<file path="src/inc/dllb_defines.svh">
/*
  Offsets, field positions, reset values and write masks of the loop
  diagnostic register bank.
  Assumes it is included by bare name from the package and the modules.
*/
`ifndef DLLB_DEFINES_SVH
`define DLLB_DEFINES_SVH

// =====================================================================
// Register indices; the byte address is four times the index.
`define DLLB_IDX_ADC_DETECT 10'h159
`define DLLB_IDX_ADC_DEPTH 10'h15a
`define DLLB_IDX_ADC_REF 10'h15b
`define DLLB_IDX_SPARE 10'h15c
`define DLLB_IDX_AUD_DETECT 10'h15d
`define DLLB_IDX_AUD_DEPTH 10'h15e
`define DLLB_IDX_AUD_REF 10'h15f
`define DLLB_IDX_STATUS 10'h170

// =====================================================================
// Field positions.
`define DLLB_F_SWL_LO 7:6
`define DLLB_F_CHPUMP 5:3
`define DLLB_F_FORCE_DN 2
`define DLLB_F_FORCE_UP 1
`define DLLB_F_FLD_EN 0
`define DLLB_F_DLY_LO 7
`define DLLB_F_DEPTH 6:4
`define DLLB_F_UP_THR 3:1
`define DLLB_F_SWL_HI 0
`define DLLB_F_PAD_REF 7
`define DLLB_F_CURRSET 4:1
`define DLLB_F_DLY_HI 0

// =====================================================================
// Reset values and writable-bit masks.
`define DLLB_RST_DETECT 8'h21
`define DLLB_RST_DEPTH 8'he7
`define DLLB_RST_REF 8'h00
`define DLLB_WM_DETECT 8'hff
`define DLLB_WM_DEPTH 8'hff
`define DLLB_WM_REF 8'h9f

// =====================================================================
// Depth codes with a side effect.
`define DLLB_DEPTH_TEST 3'h7
`define DLLB_DEPTH_FAST 3'h6

`endif

</file>
<file path="src/inc/dllb_pkg.sv">
/*
  Types shared by the register bank and the per-loop control logic.
  Assumes the defines header is on the include path.
*/
`include "dllb_defines.svh"

package dllb_pkg;

  // ===================================================================
  // Settings of one loop as decoded from its three registers.
  typedef struct packed {
    logic [2:0] swallow_threshold;
    logic false_lock_detect_en;
    logic [2:0] up_override_threshold;
    logic [2:0] depth;
    logic force_up;
    logic force_down;
    logic pad_ref;
    logic [1:0] ref_delay_sel;
    logic [2:0] charge_pump;
    logic [3:0] currset;
  } dllb_loop_cfg_t;

  // Inputs from the analog loop.
  typedef struct packed {
    logic half_tick;
    logic [2:0] pulse_count;
    logic pfd_up;
    logic pfd_down;
  } dllb_loop_in_t;

  // Commands toward the analog loop.
  typedef struct packed {
    logic pfd_up;
    logic pfd_down;
    logic ref_from_pad;
    logic [1:0] ref_delay_sel;
    logic test_pad_route;
    logic fast_lock;
    logic swallow_req;
    logic up_ovr_req;
  } dllb_loop_out_t;

endpackage : dllb_pkg

</file>
<file path="src/verilog/dllb_loop_ctrl.sv">
/*
  Per-loop control: false-lock decision filter, detector overrides and
  reference selection, all registered.
  Assumes the analog side's inputs are synchronous to pclk.
*/
`timescale 1ns/1ps
`include "dllb_defines.svh"

module dllb_loop_ctrl
  import dllb_pkg::*;
(
  input wire logic pclk,
  input wire logic presetn,
  input wire logic pclk_en,
  input wire dllb_loop_cfg_t cfg,
  input wire dllb_loop_in_t lin,
  input wire logic clk_out_mode_pad,
  output dllb_loop_out_t lout
);

  // ===================================================================
  // Decision filter.
  logic [1:0] raw;
  logic [1:0] last_reg;
  logic [1:0] dec_next;
  logic [2:0] cnt_reg;
  logic [2:0] cnt_next;
  logic agree;
  logic settle;
  dllb_loop_out_t out_next;

  // Raw decisions compare the pulse count with both thresholds.
  assign raw[1] = cfg.false_lock_detect_en &
                  (lin.pulse_count > cfg.swallow_threshold);
  assign raw[0] = cfg.false_lock_detect_en &
                  (lin.pulse_count < cfg.up_override_threshold);
  assign agree = (raw == last_reg);
  // A larger depth needs more agreeing half periods before a change.
  assign settle = lin.half_tick & agree & (cnt_reg >= cfg.depth);
  assign cnt_next = !lin.half_tick ? cnt_reg :
                    !agree ? 3'h0 :
                    (cnt_reg == 3'h7) ? cnt_reg : cnt_reg + 3'h1;
  // Turning detection off drops any decision at once.
  assign dec_next = !cfg.false_lock_detect_en ? 2'b00 :
                    settle ? raw : {lout.swallow_req, lout.up_ovr_req};

  // Outputs; a software force wins over the comparison result.
  assign out_next.pfd_up = cfg.force_up |
    (~cfg.force_down & (lin.pfd_up | dec_next[0]));
  assign out_next.pfd_down = cfg.force_down |
    (~cfg.force_up & lin.pfd_down);
  assign out_next.ref_from_pad = cfg.pad_ref | clk_out_mode_pad;
  assign out_next.ref_delay_sel = cfg.ref_delay_sel;
  assign out_next.test_pad_route = (cfg.depth == `DLLB_DEPTH_TEST);
  assign out_next.fast_lock = (cfg.depth == `DLLB_DEPTH_FAST);
  assign out_next.swallow_req = dec_next[1];
  assign out_next.up_ovr_req = dec_next[0];

  // Filter state.
  always_ff @(posedge pclk or negedge presetn) begin
    if (!presetn) begin
      last_reg <= 2'b00;
      cnt_reg <= 3'h0;
    end else if (pclk_en && lin.half_tick) begin
      last_reg <= raw;
      cnt_reg <= cnt_next;
    end
  end

  // Registered commands.
  always_ff @(posedge pclk or negedge presetn) begin
    if (!presetn) begin
      lout <= '0;
    end else if (pclk_en) begin
      lout <= out_next;
    end
  end
endmodule : dllb_loop_ctrl

</file>
<file path="src/verilog/dllb_reg_bank.sv">
/*
  APB register bank for the ADC and audio delay-locked loops, with one
  control instance per loop.
  Assumes an APB master on pclk; pclk_en low freezes every flip-flop.
*/
// Implementation choice: register access over APB.
`timescale 1ns/1ps
`include "dllb_defines.svh"

module dllb_reg_bank
  import dllb_pkg::*;
(
  input wire logic pclk,
  input wire logic presetn,
  input wire logic pclk_en,
  input wire logic psel,
  input wire logic penable,
  input wire logic pwrite,
  input wire logic [11:0] paddr,
  input wire logic [31:0] pwdata,
  input wire logic [3:0] pstrb,
  output logic [31:0] prdata,
  output logic pready,
  output logic pslverr,
  input wire dllb_loop_in_t adc_in,
  input wire dllb_loop_in_t aud_in,
  input wire logic clk_out_mode_pad,
  output dllb_loop_cfg_t adc_cfg,
  output dllb_loop_cfg_t aud_cfg,
  output dllb_loop_out_t adc_out,
  output dllb_loop_out_t aud_out
);

  // ===================================================================
  // Helpers.

  // Merges written data into a register, keeping unwritable bits zero.
  function automatic logic [7:0] dllb_merge(
    input logic [7:0] old,
    input logic [7:0] wdat,
    input logic [7:0] mask,
    input logic hit
  );
    dllb_merge = hit ? (wdat & mask) : old;
  endfunction : dllb_merge

  // Decodes one loop's three registers into its settings.
  function automatic dllb_loop_cfg_t dllb_decode(
    input logic [7:0] det,
    input logic [7:0] dep,
    input logic [7:0] rf
  );
    dllb_loop_cfg_t c;
    c.swallow_threshold = {dep[`DLLB_F_SWL_HI], det[`DLLB_F_SWL_LO]};
    c.false_lock_detect_en = det[`DLLB_F_FLD_EN];
    c.up_override_threshold = dep[`DLLB_F_UP_THR];
    c.depth = dep[`DLLB_F_DEPTH];
    c.force_up = det[`DLLB_F_FORCE_UP];
    c.force_down = det[`DLLB_F_FORCE_DN];
    c.pad_ref = rf[`DLLB_F_PAD_REF];
    c.ref_delay_sel = {rf[`DLLB_F_DLY_HI], dep[`DLLB_F_DLY_LO]};
    c.charge_pump = det[`DLLB_F_CHPUMP];
    c.currset = rf[`DLLB_F_CURRSET];
    dllb_decode = c;
  endfunction : dllb_decode

  // ===================================================================
  // Storage.
  logic [7:0] adc_det_reg;
  logic [7:0] adc_dep_reg;
  logic [7:0] adc_ref_reg;
  logic [7:0] aud_det_reg;
  logic [7:0] aud_dep_reg;
  logic [7:0] aud_ref_reg;
  logic [31:0] prdata_next;
  logic pslverr_next;
  logic pready_next;

  // ===================================================================
  // Address decode.
  logic [9:0] idx;
  logic aligned;
  logic setup;
  logic access;
  logic wr_go;
  logic hit_adc_det;
  logic hit_adc_dep;
  logic hit_adc_ref;
  logic hit_spare;
  logic hit_aud_det;
  logic hit_aud_dep;
  logic hit_aud_ref;
  logic hit_status;
  logic mapped;
  logic [7:0] wbyte;
  logic [7:0] rbyte;
  logic [7:0] status_byte;

  // Word index and phase of the transfer.
  assign idx = paddr[11:2];
  assign aligned = (paddr[1:0] == 2'h0);
  assign setup = psel & ~penable;
  assign access = psel & penable & pready;
  assign wbyte = pwdata[7:0];

  // One hit per register, only for aligned word addresses.
  assign hit_adc_det = aligned & (idx == `DLLB_IDX_ADC_DETECT);
  assign hit_adc_dep = aligned & (idx == `DLLB_IDX_ADC_DEPTH);
  assign hit_adc_ref = aligned & (idx == `DLLB_IDX_ADC_REF);
  assign hit_spare = aligned & (idx == `DLLB_IDX_SPARE);
  assign hit_aud_det = aligned & (idx == `DLLB_IDX_AUD_DETECT);
  assign hit_aud_dep = aligned & (idx == `DLLB_IDX_AUD_DEPTH);
  assign hit_aud_ref = aligned & (idx == `DLLB_IDX_AUD_REF);
  assign hit_status = aligned & (idx == `DLLB_IDX_STATUS);
  assign mapped = hit_adc_det | hit_adc_dep | hit_adc_ref | hit_spare |
                  hit_aud_det | hit_aud_dep | hit_aud_ref | hit_status;

  // A write lands only at the completing edge, on a mapped word, with
  // the low byte lane strobed.
  assign wr_go = access & pwrite & mapped & pstrb[0] & pclk_en;

  // ===================================================================
  // Read path; data are captured in the setup cycle.

  // Live decision state of both loops.
  assign status_byte = {4'h0, aud_out.up_ovr_req, aud_out.swallow_req,
                        adc_out.up_ovr_req, adc_out.swallow_req};

  // Spare word and reserved bits give zero.
  assign rbyte = hit_adc_det ? adc_det_reg :
                 hit_adc_dep ? adc_dep_reg :
                 hit_adc_ref ? adc_ref_reg :
                 hit_aud_det ? aud_det_reg :
                 hit_aud_dep ? aud_dep_reg :
                 hit_aud_ref ? aud_ref_reg :
                 hit_status ? status_byte : 8'h00;

  // Next bus answer; pready rises for the first access cycle.
  assign prdata_next = setup ? {24'h000000, pwrite ? 8'h00 : rbyte} :
                       prdata;
  assign pslverr_next = setup ? ~mapped : (access ? 1'b0 : pslverr);
  assign pready_next = setup;

  // Bus answer registers.
  always_ff @(posedge pclk or negedge presetn) begin
    if (!presetn) begin
      prdata <= 32'h00000000;
      pready <= 1'b0;
      pslverr <= 1'b0;
    end else if (pclk_en) begin
      prdata <= prdata_next;
      pready <= pready_next;
      pslverr <= pslverr_next;
    end
  end

  // ===================================================================
  // Register writes; the spare word has no storage at all.

  // ADC loop registers.
  always_ff @(posedge pclk or negedge presetn) begin
    if (!presetn) begin
      adc_det_reg <= `DLLB_RST_DETECT;
      adc_dep_reg <= `DLLB_RST_DEPTH;
      adc_ref_reg <= `DLLB_RST_REF;
    end else begin
      adc_det_reg <= dllb_merge(adc_det_reg, wbyte, `DLLB_WM_DETECT,
                                wr_go & hit_adc_det);
      adc_dep_reg <= dllb_merge(adc_dep_reg, wbyte, `DLLB_WM_DEPTH,
                                wr_go & hit_adc_dep);
      adc_ref_reg <= dllb_merge(adc_ref_reg, wbyte, `DLLB_WM_REF,
                                wr_go & hit_adc_ref);
    end
  end

  // Audio loop registers.
  always_ff @(posedge pclk or negedge presetn) begin
    if (!presetn) begin
      aud_det_reg <= `DLLB_RST_DETECT;
      aud_dep_reg <= `DLLB_RST_DEPTH;
      aud_ref_reg <= `DLLB_RST_REF;
    end else begin
      aud_det_reg <= dllb_merge(aud_det_reg, wbyte, `DLLB_WM_DETECT,
                                wr_go & hit_aud_det);
      aud_dep_reg <= dllb_merge(aud_dep_reg, wbyte, `DLLB_WM_DEPTH,
                                wr_go & hit_aud_dep);
      aud_ref_reg <= dllb_merge(aud_ref_reg, wbyte, `DLLB_WM_REF,
                                wr_go & hit_aud_ref);
    end
  end

  // ===================================================================
  // Decoded settings straight from the register bits.
  assign adc_cfg = dllb_decode(adc_det_reg, adc_dep_reg,
                               adc_ref_reg);
  assign aud_cfg = dllb_decode(aud_det_reg, aud_dep_reg,
                               aud_ref_reg);

  // ===================================================================
  // Loop control instances.
  dllb_loop_ctrl u_adc_loop (
    .pclk(pclk),
    .presetn(presetn),
    .pclk_en(pclk_en),
    .cfg(adc_cfg),
    .lin(adc_in),
    .clk_out_mode_pad(clk_out_mode_pad),
    .lout(adc_out)
  );

  dllb_loop_ctrl u_aud_loop (
    .pclk(pclk),
    .presetn(presetn),
    .pclk_en(pclk_en),
    .cfg(aud_cfg),
    .lin(aud_in),
    .clk_out_mode_pad(clk_out_mode_pad),
    .lout(aud_out)
  );
endmodule : dllb_reg_bank

</file>
<file path="config.mk">
export PLATFORM = sky130hd
export DESIGN_NAME = dllb_reg_bank
export DESIGN_NICKNAME = d
export VERILOG_FILES = /design/src/inc/dllb_pkg.sv /design/src/verilog/dllb_loop_ctrl.sv /design/src/verilog/dllb_reg_bank.sv
export VERILOG_INCLUDE_DIRS = /design/src /design/src/inc
export SDC_FILE = /design/constraint.sdc
export NUM_CORES = 1
export LEC_CHECK = 0
export ABC_AREA = 1
export BUFFER_PORTS_ARGS = -buffer_cell sky130_fd_sc_hd__buf_2
export CORE_ASPECT_RATIO = 1.1
export CORE_MARGIN = 3
export CORE_UTILIZATION = 53
export CTS_BUF_LIST = sky130_fd_sc_hd__clkbuf_8
export CTS_CLUSTER_DIAMETER = 120
export DETAILED_ROUTE_END_ITERATION = 8
export PLACE_DENSITY_LB_ADDON = 0.3
export SYNTH_ARGS = -nofsm -noshare
export SYNTH_HDL_FRONTEND = slang
export SYNTH_HIERARCHICAL = 1
export SYNTH_SLANG_ARGS = --single-unit
</file>
<file path="constraint.sdc">
create_clock -name pclk -period 2.1 [get_ports pclk]
set_input_delay 0.105 -clock pclk [delete_from_list [all_inputs] [get_ports pclk]]
set_output_delay 0.105 -clock pclk [all_outputs]
set_load 0.02 [all_outputs]
</file>
======== Word level (Yosys, flattened, before mapping) ========
Index checks and enable logic that the tools add are counted.
cells by class
  add/sub/neg operators ................... 2
  $lt $le $gt $ge ......................... 6
  equal/unequal tests ..................... 20
  muxes and demuxes ....................... 18
  bitwise logic cells ..................... 54
  reductions and logical operators ........ 10
operators with widths
  cell                                                               number
  10-bit by 9-bit == test with 1-bit output (second input constant)  8
  8-bit 2-to-1 mux                                                   7
  1-bit AND                                                          33
  3-bit == test (second input constant)                              6
  1-bit OR                                                           15
  3-bit 2-to-1 mux                                                   4
  2-bit 2-to-1 mux                                                   4
  2-bit AND reduction                                                4
  3-bit by 1-bit adder with 3-bit output (second input constant)     2
  3-bit >= comparator                                                2
  3-bit > comparator                                                 2
  3-bit less-than comparator                                         2
  1-bit NOT                                                          6
  3-bit AND reduction                                                2
  2-bit == test                                                      2
  4-bit 2-to-1 mux                                                   1
  2-bit by 1-bit != test with 1-bit output (second input constant)   2
  2-bit != test (second input constant)                              2
  1-bit logical AND                                                  2
  2-bit zero test                                                    1
  1-bit 2-to-1 mux                                                   2
  2-bit nonzero test                                                 1
word-level totals
  register bits after elaboration ......... 82
  logic and storage cells ................. 139

======== Longest topological paths before layout ========
Gate-level depths: netlist of the first run.
  depth after elaboration ................. 13
  mapped depth ............................ 15
  gate-level depth less buffers ........... 15

======== Cells and area by module ========
Netlist of the first run, hierarchy kept.
by module, submodules not included
  module          instances  cells an instance  area each (um2)  sequential area each (um2)
  dllb_reg_bank   1          437                3,245.6          1,371.3
  dllb_loop_ctrl  2          116                899.6            350.3

======== Least setup slack after synthesis of the first run ========
No wires, ideal clock.
  path type ............................... flip-flop to flip-flop
  start ................................... reg adc_dep_reg[0]
  end ..................................... reg u_adc_loop.cnt_reg[0]
  library setup time ...................... 0.127 ns
  data arrival time ....................... 1.710 ns
  slack ................................... 0.263 ns
  stages on the path, launching flop included .. 11
  path buffers ............................ 0
  cell sequence ........................... dfstp_2 inv_1 ha_1 a21oi_1 nand2_1 nand2_2 nand2_2 a21oi_2 a21oi_2 nand3_1 o21ai_0
between the ends
  word-level cells in the longest chain between the ends .. 5
  elaborated cells between the ends (all ways) .. 6
RTL lines
  what                           line                  text
  from (decl)                    dllb_reg_bank.sv:70   logic [7:0] adc_dep_reg;
  from (signal assigned)         dllb_reg_bank.sv:164  adc_dep_reg <= `DLLB_RST_DEPTH;
  from (signal assigned)         dllb_reg_bank.sv:169  adc_dep_reg <= dllb_merge(adc_dep_reg, wbyte, `DLLB_WM_DEPTH,
  3-bit > comparator *           dllb_loop_ctrl.sv:34  (lin.pulse_count > cfg.swallow_threshold);
  1-bit AND *                    dllb_loop_ctrl.sv:33  assign raw[1] = cfg.false_lock_detect_en &
  2-bit == test *                dllb_loop_ctrl.sv:37  assign agree = (raw == last_reg);
  2-bit != test (no line)        n/a
  3-bit AND reduction (no line)  n/a
  to (signal assigned)           dllb_loop_ctrl.sv:66  cnt_reg <= cnt_next;
  to (decl)                      dllb_loop_ctrl.sv:26  logic [2:0] cnt_reg;
Every way passes the cells marked *; elsewhere a longest branch is shown, timed or not.
A chain may end at the register's enable or synchronous reset.

======== Worst setup path after layout of the first run ========
Ends and elaborated chain as after synthesis.

==> qor.txt, run 1 <==
DR WL/cell = 15.9 µm
IO buf count = 111
Core ar. = 9050 µm²
critical path class = reg -> reg
xor/xnor share of the synthesized area = 0%
critical path arrival = 2220 ps
number of global-route vias before repair = 4557
final setup TNS = 0 ps
final period utilization = 94.2%
WL final = 14400 µm
Layout Nets = 875
# setup viols final = 0
share of cells above drive strength 1 = 26.9%
Crit. End Element = flop
top post-synthesis cells by count = 230 x nand2_1, 66 x dfrtp_1, 64 x inv_1, 53 x nand4_1, 36 x nand3_1
DRC Markers = 0
die width = 99.0 µm
top-count cell post-synth = nand2_1
CTS sink count = 82
flops & latches, synth = 82
CTS Buf Count = 9
Post-synth EDFFs = 0
Tmin final = 1980 ps
routability cong. = 0.880
Avg Cell Area, Syn = 7.54 µm²
Hold WC Path Type = in -> reg
DRT Pass-1 Iters = 5
post-synthesis mux area share = 0%
unrepaired setup endpoints after global routing = false
clock latency on the worst-skew pair = 360 ps
Syn Inst Count = 669
initial core utilization = 55.7%
Pleak = 3.29 nW
via count = 4966
CP required = 2340 ps
Worst Path Max Fanout = 5
status = finished, final reports clean
H-tree lvl count = 3
remaining global-route overflow = 0
area added between synthesis and finish = 17.5%
drt first-iter violations = 380
Max Freq = 505 MHz
Slew @ Worst Pin = 577 ps
Worst setup SP type = flop
Worst-path clk slew = 80 ps
Synth Area in Compound Gates = 6.42%
antenna fix cells = 0
Top Registers = u_adc_loop/lout x9, u_aud_loop/lout x9
final core occ = 65.5%
Root Buffer = clkbuf_8
cell row count = 36
Die Y-Extent = 108 µm
main combinational cell family by area after synthesis = simple AND/OR/NAND/NOR gates
ys flop type = dfrtp_1
Cell Area, Synth = 5040 µm²
sequential-to-total area share from yosys stat = 41.1%
top cell type's share of synthesized area = 32.7%
DIE AREA = 10700 µm²
Tot GR Track Use = 27.3%
asr flop ratio synth = 100%
CTS tree = yes
largest cells by area after synthesis = dfrtp_1 33%, nand2_1 17%, dfstp_2 8.3%, nand4_1 6.6%, ha_1 5.0%
adder-cell share of the synthesized area = 4.96%
MaxCap Viol Count = 0
first-pass GRT wire length = 22900 µm
simple-gate share of the synthesized area = 35.3%
DR vias/cell = 5.48
Clock Skews = 9.01 ps
antenna violations before repair = 0
Final HPWL DP = 11000 µm
largest net degree at the start of global routing = 52
synth unique cells = 36
clock tree buffer depth = 2
relative slew slack = 61.2%
antenna-violating nets left = 0
maximum VDD drop = 0.451 mV
Yosys top cell by area = dfrtp_1
fin. max-slew vios = 0
Final Hold Fails = 0
Warnings, synthesis = 6
P per Cell Area = 589 nW/µm²
I/O pins = 163
-- per-stage QoR --
| stage | setup slack, ps | hold slack (ps) | std cells | instance area, µm² | power [mW] |
|---|---|---|---|---|---|
| global route | 5.30 | 14.7 | 907 | 5930 | 3.68 |
| finish | 122 | 17.8 | 907 | 5930 | 3.49 |
| global placement | 174 | 76.3 | 887 | 5660 | 2.29 |
| floorplan | 263 | -191 | 692 | 5130 | 2.15 |
| CTS | 122 | 4.58 | 906 | 5900 | 3.50 |
| detailed placement | 144 | 80.4 | 887 | 5660 | 2.32 |
-- path summary, 6_finish.rpt --
check                      cells after the start                     to  slack (ps)                from
max reg2reg                                   10  u_adc_loop/cnt_reg[0]         120      adc_dep_reg[0]
min reg2reg                                    2     u_adc_loop/lout[5]         470  u_adc_loop/lout[5]
max                                           10  u_adc_loop/cnt_reg[0]         120      adc_dep_reg[0]
min in group asynchronous                      2     u_aud_loop/lout[2]         230             presetn
min                                            3         adc_dep_reg[6]          20           pwdata[6]
max in group asynchronous                      3         adc_dep_reg[6]        1210             presetn
-- what timing repair did --
item | in CTS | in global routing
buffers inserted | 0 | 1
hold buffers | 3 | 0
setup endpoints to repair | 0 | 6
resized for setup | 0 | 5
endpoints found under the hold margin | 33 | 0
-- per-layer routing --
metal	vias up	track usage (%)	routed length, µm
li1	2381	-	-
met1	2312	38.0	6070
met2	240	42.6	6690
met3	33	4.00	1220
met4	0	11.5	406
met5	-	0	0
-- cell families after synthesis --
kind of cell | count (synthesis)
AO/OA/AOI/OAI | 52
adder cells (fa/ha/maj) | 20
buffers and inverters | 127
other | 1
flip-flops | 82
AND/OR/NAND/NOR | 387
-- cell usage in the layout (no fill, tap or decap), types with 2 or more instances in the layout --
master and count:
nor2_2 5, dfstp_2 16, a21oi_2 9, inv_2 18, ha_1 19, buf_12 2, inv_1 65, o211ai_1 3
nor2_1 33, nand3_1 35, dfrtp_1 66, buf_4 14, nand3b_1 3, nand2_1 228, nand4_1 53, nand2_2 11
dlygate4sd3_1 3, nand3_2 9, clkinvlp_4 2, a22o_1 2, clkbuf_8 11, o31ai_1 4, nor3_1 4, nor4_1 3
o21ai_0 23, conb_1 24, a21oi_1 6, buf_2 110
-- where the power goes --
group          leakage, nW  internal, mW  switching, mW  total [mW]
Clock                0.103         0.608          0.578        1.19
Sequential            1.06          1.65         0.0539        1.70
Combinational         2.13         0.221          0.387       0.608
-- worst max-delay path, stage by stage, from the launching register on --
cell,delay (ps)
dfstp_2,570
inv_1,50
ha_1,330
a21oi_2,120
nand2_1,80
nand2_2,100
nand2_2,80
a21oi_2,230
a21oi_2,120
nand3_1,80
o21ai_0,90
-- final cells by class --
class,instances,area (µm²)
clock buffers,11,151
clock inverters,5,53.8
fillers,791,3120
inverters,83,312
multi-input cells,483,2470
flip-flops and latches,82,2070
well taps,114,143
repair buffers,129,726
Power figures use the tool's default switching activity.
==> inputs of run 2 (changes only) <==
Settings changed: CTS_CLUSTER_DIAMETER 120 to unset, MAX_ROUTING_LAYER set to met4.
==> run 2 against run 1 <==
  * Worst hold slack gained 14 ps
  * Register-to-register slack lost 20 ps
  * Utilization grew 0.68 points
  * Clock power hardly changed
  * Highest routed layer unchanged
  * Flip-flop and latch count is the same
  * Die area unchanged
  * Non-clock buffer count is 5 higher
  * Largest power group unchanged
  * Critical path depth is 3 higher
  * Global-route usage up 0.65 points
  * First-iteration DRC count increased by 2.4%
==> qor.txt, run 2 (same netlist as run 1, synthesis figures left out) <==
DR WL/cell = 15.9 µm
largest net degree at the start of global routing = 52
clock latency on the worst-skew pair = 350 ps
CP most frequent cell = nand2_1
Root Buffer = clkbuf_8
CP max-delay cell = dfstp_2
Core ar. = 9050 µm²
Tot GR Track Use = 27.9%
Slew @ Worst Pin = 558 ps
DRC Markers = 0
first-pass GRT wire length = 22800 µm
number of global-route vias before repair = 4568
commonest non-fill, non-tap cell in the layout = nand2_1
Clock Skews = 6.48 ps
GR Layer Usage met2 = 43.1%
routability cong. = 0.907
cell row count = 36
Worst Path Max Fanout = 4
DR vias/cell = 5.41
area added between synthesis and finish = 18.8%
critical path arrival = 2280 ps
Die Y-Extent = 108 µm
critical path class = reg -> reg
Setup WS pre-CTS = 117 ps
Final HPWL DP = 10900 µm
Slowest Stage Delay on Critical Path = 580 ps
Hold Path Cell Cnt = 3
MaxCap Viol Count = 0
Hold Startpoint = pwdata[5]
Area after DPL = 5670 µm²
CP delay by family, top = simple AND/OR/NAND/NOR gates
via count = 4930
CTS Buf Count = 9
status = finished, final reports clean
Worst-path clk slew = 80 ps
fin. max-slew vios = 0
I/O pins = 163
reg-to-reg slack, setup = 100 ps
share of cells above drive strength 1 = 27.4%
drt first-iter violations = 389
Layout Nets = 880
DIE AREA = 10700 µm²
CTS sink count = 82
# setup viols final = 0
Crit. End Element = flop
P per Cell Area = 584 nW/µm²
hold endpoint = adc_det_reg[5]
GRT met1 Usage = 37.1%
GR peak layer = met2
maximum VDD drop = 0.505 mV
Worst Setup SP = aud_dep_reg[0]
CP required = 2390 ps
antenna violations before repair = 0
final worst slack = 102 ps
Tmin final = 2000 ps
R2R cell count = 13
antenna-violating nets left = 0
reg2reg start = aud_dep_reg[0]
WL final = 14500 µm
Hold WC Path Type = in -> reg
Max Freq = 501 MHz
antenna fix cells = 0
Worst setup SP type = flop
CTS tree = yes
H-tree lvl count = 3
relative slew slack = 62.5%
Final Hold Fails = 0
GRT met3 Usage = 4.32%
cell area after layout = 5990 µm²
initial core utilization = 55.7%
Reg-to-Reg End = u_aud_loop/lout[8]
DRT Pass-1 Iters = 8
most frequent cells in the layout = 229 x nand2_1, 110 x buf_2, 66 x dfrtp_1
Pleak = 3.32 nW
final period utilization = 95.1%
Top Registers = u_adc_loop/lout x9, u_aud_loop/lout x9
final setup TNS = 0 ps
clock tree buffer depth = 2
critical path buffer and inverter count = 1
die width = 99.0 µm
CP Cell Sequence = inv_1, ha_4, a21oi_1, nand2_1, nand2_2, nand2_2, nand2_2, nand3_2, nand2_1, nand3_1, nand2_1, nand2_1, a21oi_2
IO buf count = 111
remaining global-route overflow = 0
## run 2: cell types whose count changed in the layout (fill, tap and decap cells not counted), sizes merged
cell and change:
buf +4, clkinv +2, clkinvlp -1, dlygate4sd3 +1, inv -1
## run 2: worst max-delay path by stage
stage | end | slack, ps | cells after the start
finish | u_aud_loop/lout[8] | 100 | 13
global route | u_adc_loop/lout[8] | -30 | 15
CTS | u_adc_loop/cnt_reg[0] | 100 | 10
detailed placement | u_adc_loop/cnt_reg[0] | 120 | 10
global placement | u_adc_loop/lout[8] | 200 | 13
floorplan | u_adc_loop/cnt_reg[0] | 260 | 10
## run 2: repair_timing
item	in CTS	in global routing
resized for setup	0	7
endpoints found under the hold margin	34	0
setup endpoints to repair	0	7
buffers inserted	0	4
hold buffers	4	0
## run 2: cell type report
cell class | count | area (µm²)
clock inverter | 5 | 52.6
timing repair buffer | 134 | 766
inverter | 83 | 312
multi-input combinational | 483 | 2490
clock buffer | 11 | 151
sequential | 82 | 2070
fill | 794 | 3060
tap | 114 | 143
## run 2: routing by layer
| layer | vias to the layer above | wire, µm |
|---|---|---|
| met5 | - | 0 |
| met3 | 38 | 1200 |
| met1 | 2275 | 6030 |
| met4 | 0 | 442 |
| met2 | 235 | 6830 |
| li1 | 2382 | - |
## run 2: tightest hold or removal path: cells and delay by family
kind                   cells  cell delay, ps
AND/OR/NAND/NOR            2             140
buffers and inverters      1             140
## run 2: through the flow
stage          utilization, %  hold WS, ps  power (mW)  std cells
3_5_place_dp             62.6         86.0        2.33        888
4_1_cts                  65.3         14.2        3.51        908
3_3_place_gp             62.6         79.0        2.29        888
6_report                 66.2         31.5        3.50        912
5_1_grt                  66.2         29.3        3.68        912
2_1_floorplan               -         -191        2.15        692
## run 2: where the power goes
| part | internal (mW) | switching, mW |
|---|---|---|
| Combinational | 0.226 | 0.397 |
| Sequential | 1.65 | 0.0536 |
| Clock | 0.608 | 0.569 |
| Total | 2.48 | 1.02 |
==> inputs of run 3 (changes only) <==
Settings changed: SYNTH_HIERARCHICAL 1 to unset.
==> run 3 against run 2 <==
  * Sequential power hardly changed
  * Final area fell by 2.8%
  * Area after synthesis shrank 1.8%
  * Global-route usage about the same
  * Worst hold slack worse by 18 ps
  * Utilization shrank 1.2 points
  * Cell count down 2.1%
  * Register-to-register slack improved by 30 ps
  * Sequential share of layout area rose by 0.98 points
  * Combinational power down 3%
  * Power fell by 3.5%
  * Critical endpoint is now u_aud_loop.lout[8]
  * Largest cell class unchanged
  * Highest routed layer unchanged
==> qor.txt, run 3 <==
critical path class = reg -> reg
Crit. End Element = flop
Slew @ Worst Pin = 526 ps
CP max-delay cell = dfstp_2
number of global-route vias before repair = 4639
Seq. cell area = 2070 µm²
largest cells by area after synthesis = dfrtp_1 33%, nand2_1 18%, dfstp_2 8.5%, nand4_1 6.2%, ha_1 5.1%
largest net degree at the start of global routing = 51
Hold WC Path Type = in -> reg
Tmin final = 1970 ps
antenna fix cells = 0
Max Freq = 508 MHz
Clock Skews = 9.72 ps
DIE AREA = 10500 µm²
maximum VDD drop = 0.341 mV
Avg Cell Area, Syn = 7.58 µm²
routability cong. = 0.975
remaining global-route overflow = 0
top cell type's share of synthesized area = 33.3%
Yosys top cell by area = dfrtp_1
final std cells w/o fill = 893
# setup viols final = 0
IO buf count = 111
Worst Path Max Fanout = 3
Multi-input gate area = 2440 µm²
Slowest Stage Delay on Critical Path = 550 ps
clock tree buffer depth = 2
I/O pins = 163
DR vias/cell = 5.47
CP required = 2410 ps
Hold Startpoint = pwdata[6]
share of cells above drive strength 1 = 24.6%
MaxCap Viol Count = 0
Core ar. = 8960 µm²
Top Registers = u_adc_loop.lout x9, u_aud_loop.lout x9
P per Cell Area = 580 nW/µm²
reg2reg start = aud_dep_reg[2]
antenna-violating nets left = 0
Worst-path clk slew = 90 ps
antenna violations before repair = 0
via count = 4888
Worst Setup SP = aud_dep_reg[2]
H-tree lvl count = 3
status = finished, final reports clean
Die Y-Extent = 107 µm
DRC Markers = 0
Pleak = 3.31 nW
flops & latches, synth = 82
top post-synthesis cells by count = 242 x nand2_1, 66 x dfrtp_1, 62 x inv_1, 49 x nand4_1, 43 x nand3_1
DRT Pass-1 Iters = 5
Syn Inst Count = 654
Root Buffer = clkbuf_8
fillers = 774
Layout Nets = 861
cell row count = 36
fin. max-slew vios = 0
final period utilization = 93.7%
critical path arrival = 2280 ps
commonest non-fill, non-tap cell in the layout = nand2_1
sequential-to-total area share from yosys stat = 41.8%
synth unique cells = 29
Final HPWL DP = 10600 µm
Warnings, synthesis = 0
most frequent cells in the layout = 239 x nand2_1, 110 x buf_2, 66 x dfrtp_1
first-pass GRT wire length = 22800 µm
CTS sink count = 82
relative slew slack = 65.0%
clock latency on the worst-skew pair = 370 ps
Final Hold Fails = 0
drt first-iter violations = 401
CTS Buf Count = 9
CP most frequent cell = nand2_1
area added between synthesis and finish = 17.6%
WL final = 14200 µm
Worst setup SP type = flop
CP Cell Sequence = inv_1, ha_1, a21oi_1, nand3_2, nand2_1, nand2_1, inv_1, nand3_2, nand2_1, nand3_1, nand2_1, nand2_1, nand2_1
Tot GR Track Use = 27.9%
final core occ = 65.0%
Placed Instances = 873
Cell Area, Synth = 4950 µm²
top-count cell post-synth = nand2_1
Post-synth EDFFs = 0
die width = 98.2 µm
ys flop type = dfrtp_1
DR WL/cell = 15.9 µm
Post-CTS Setup Bufs = 0
CTS tree = yes
initial core utilization = 55.3%
asr flop ratio synth = 100%
[run 3: cell count changes in the layout (fill, tap and decap cells not counted), sizes merged, moves of 3 or more]
cell	delta
buf	-3
nand2	+5
clkinv	+4
nand3	+4
nand4	-5
o21ai	+5
nor4	-4
nor3	-3
nor2	-6
inv	-17
o221ai	+3
[run 3: final timing paths]
path | end | slack (ps) | cells after the start
setup / recovery | u_aud_loop.lout[8] | 130 | 13
hold / removal | aud_dep_reg[6] | 10 | 3
setup reg to reg | u_aud_loop.lout[8] | 130 | 13
hold reg to reg | u_adc_loop.lout[4] | 470 | 2
max in group asynchronous | aud_dep_reg[7] | 1150 | 3
min in group asynchronous | u_adc_loop.lout[1] | 260 | 2
[run 3: power by group]
| part | total [mW] | internal [mW] | switching, mW |
|---|---|---|---|
| clock | 1.07 | 0.437 | 0.636 |
| combinational | 0.604 | 0.223 | 0.381 |
| sequential | 1.70 | 1.64 | 0.0552 |
[run 3: layout make-up]
class                           instances  area share (%)
Timing Repair Buffer                  131            12.5
Clock inverter                          7           0.945
Clock buffer                            9            2.13
Multi-Input combinational cell        482            42.0
Sequential cell                        82            35.6
Inverter                               68            4.40
Tap cell                              114            2.45
[run 3: critical path: cells and delay by family (launching register included)]
family | cells | cell delay [ps]
AND/OR/NAND/NOR | 9 | 760
flip-flops | 1 | 550
AO/OA/AOI/OAI | 1 | 280
adder cells (fa/ha/maj) | 1 | 170
buffers and inverters | 2 | 140
[run 3: layer usage]
layer	track usage, %	wire, µm
met5	-	0
met4	9.17	386
met1	35.5	5900
met2	46.2	6790
met3	4.34	1120
[run 3: per-stage QoR]
stage	hold slack [ps]	setup WS (ps)	total power [mW]	instance area [µm²]	TNS, ps
detailed placement	117	96.5	2.30	5550	0
global placement	112	166	2.26	5550	0
CTS	3.40	81.9	3.36	5770	0
global route	15.4	-31.2	3.56	5830	-45.1
floorplan	-191	140	2.12	5040	0
finish	13.3	132	3.38	5830	0
[run 3: what timing repair did]
item,CTS,global route
hold buffers,4,0
resized for setup,0,12
endpoints found under the hold margin,33,0
endpoints found under the setup margin,0,10
[run 3: logic make-up after synthesis]
group,synth area share (%)
simple gates,34.9
buf+inv,11.7
flops,41.8
compound gates,6.44
fa+ha+maj,5.05
other cells,0.0757
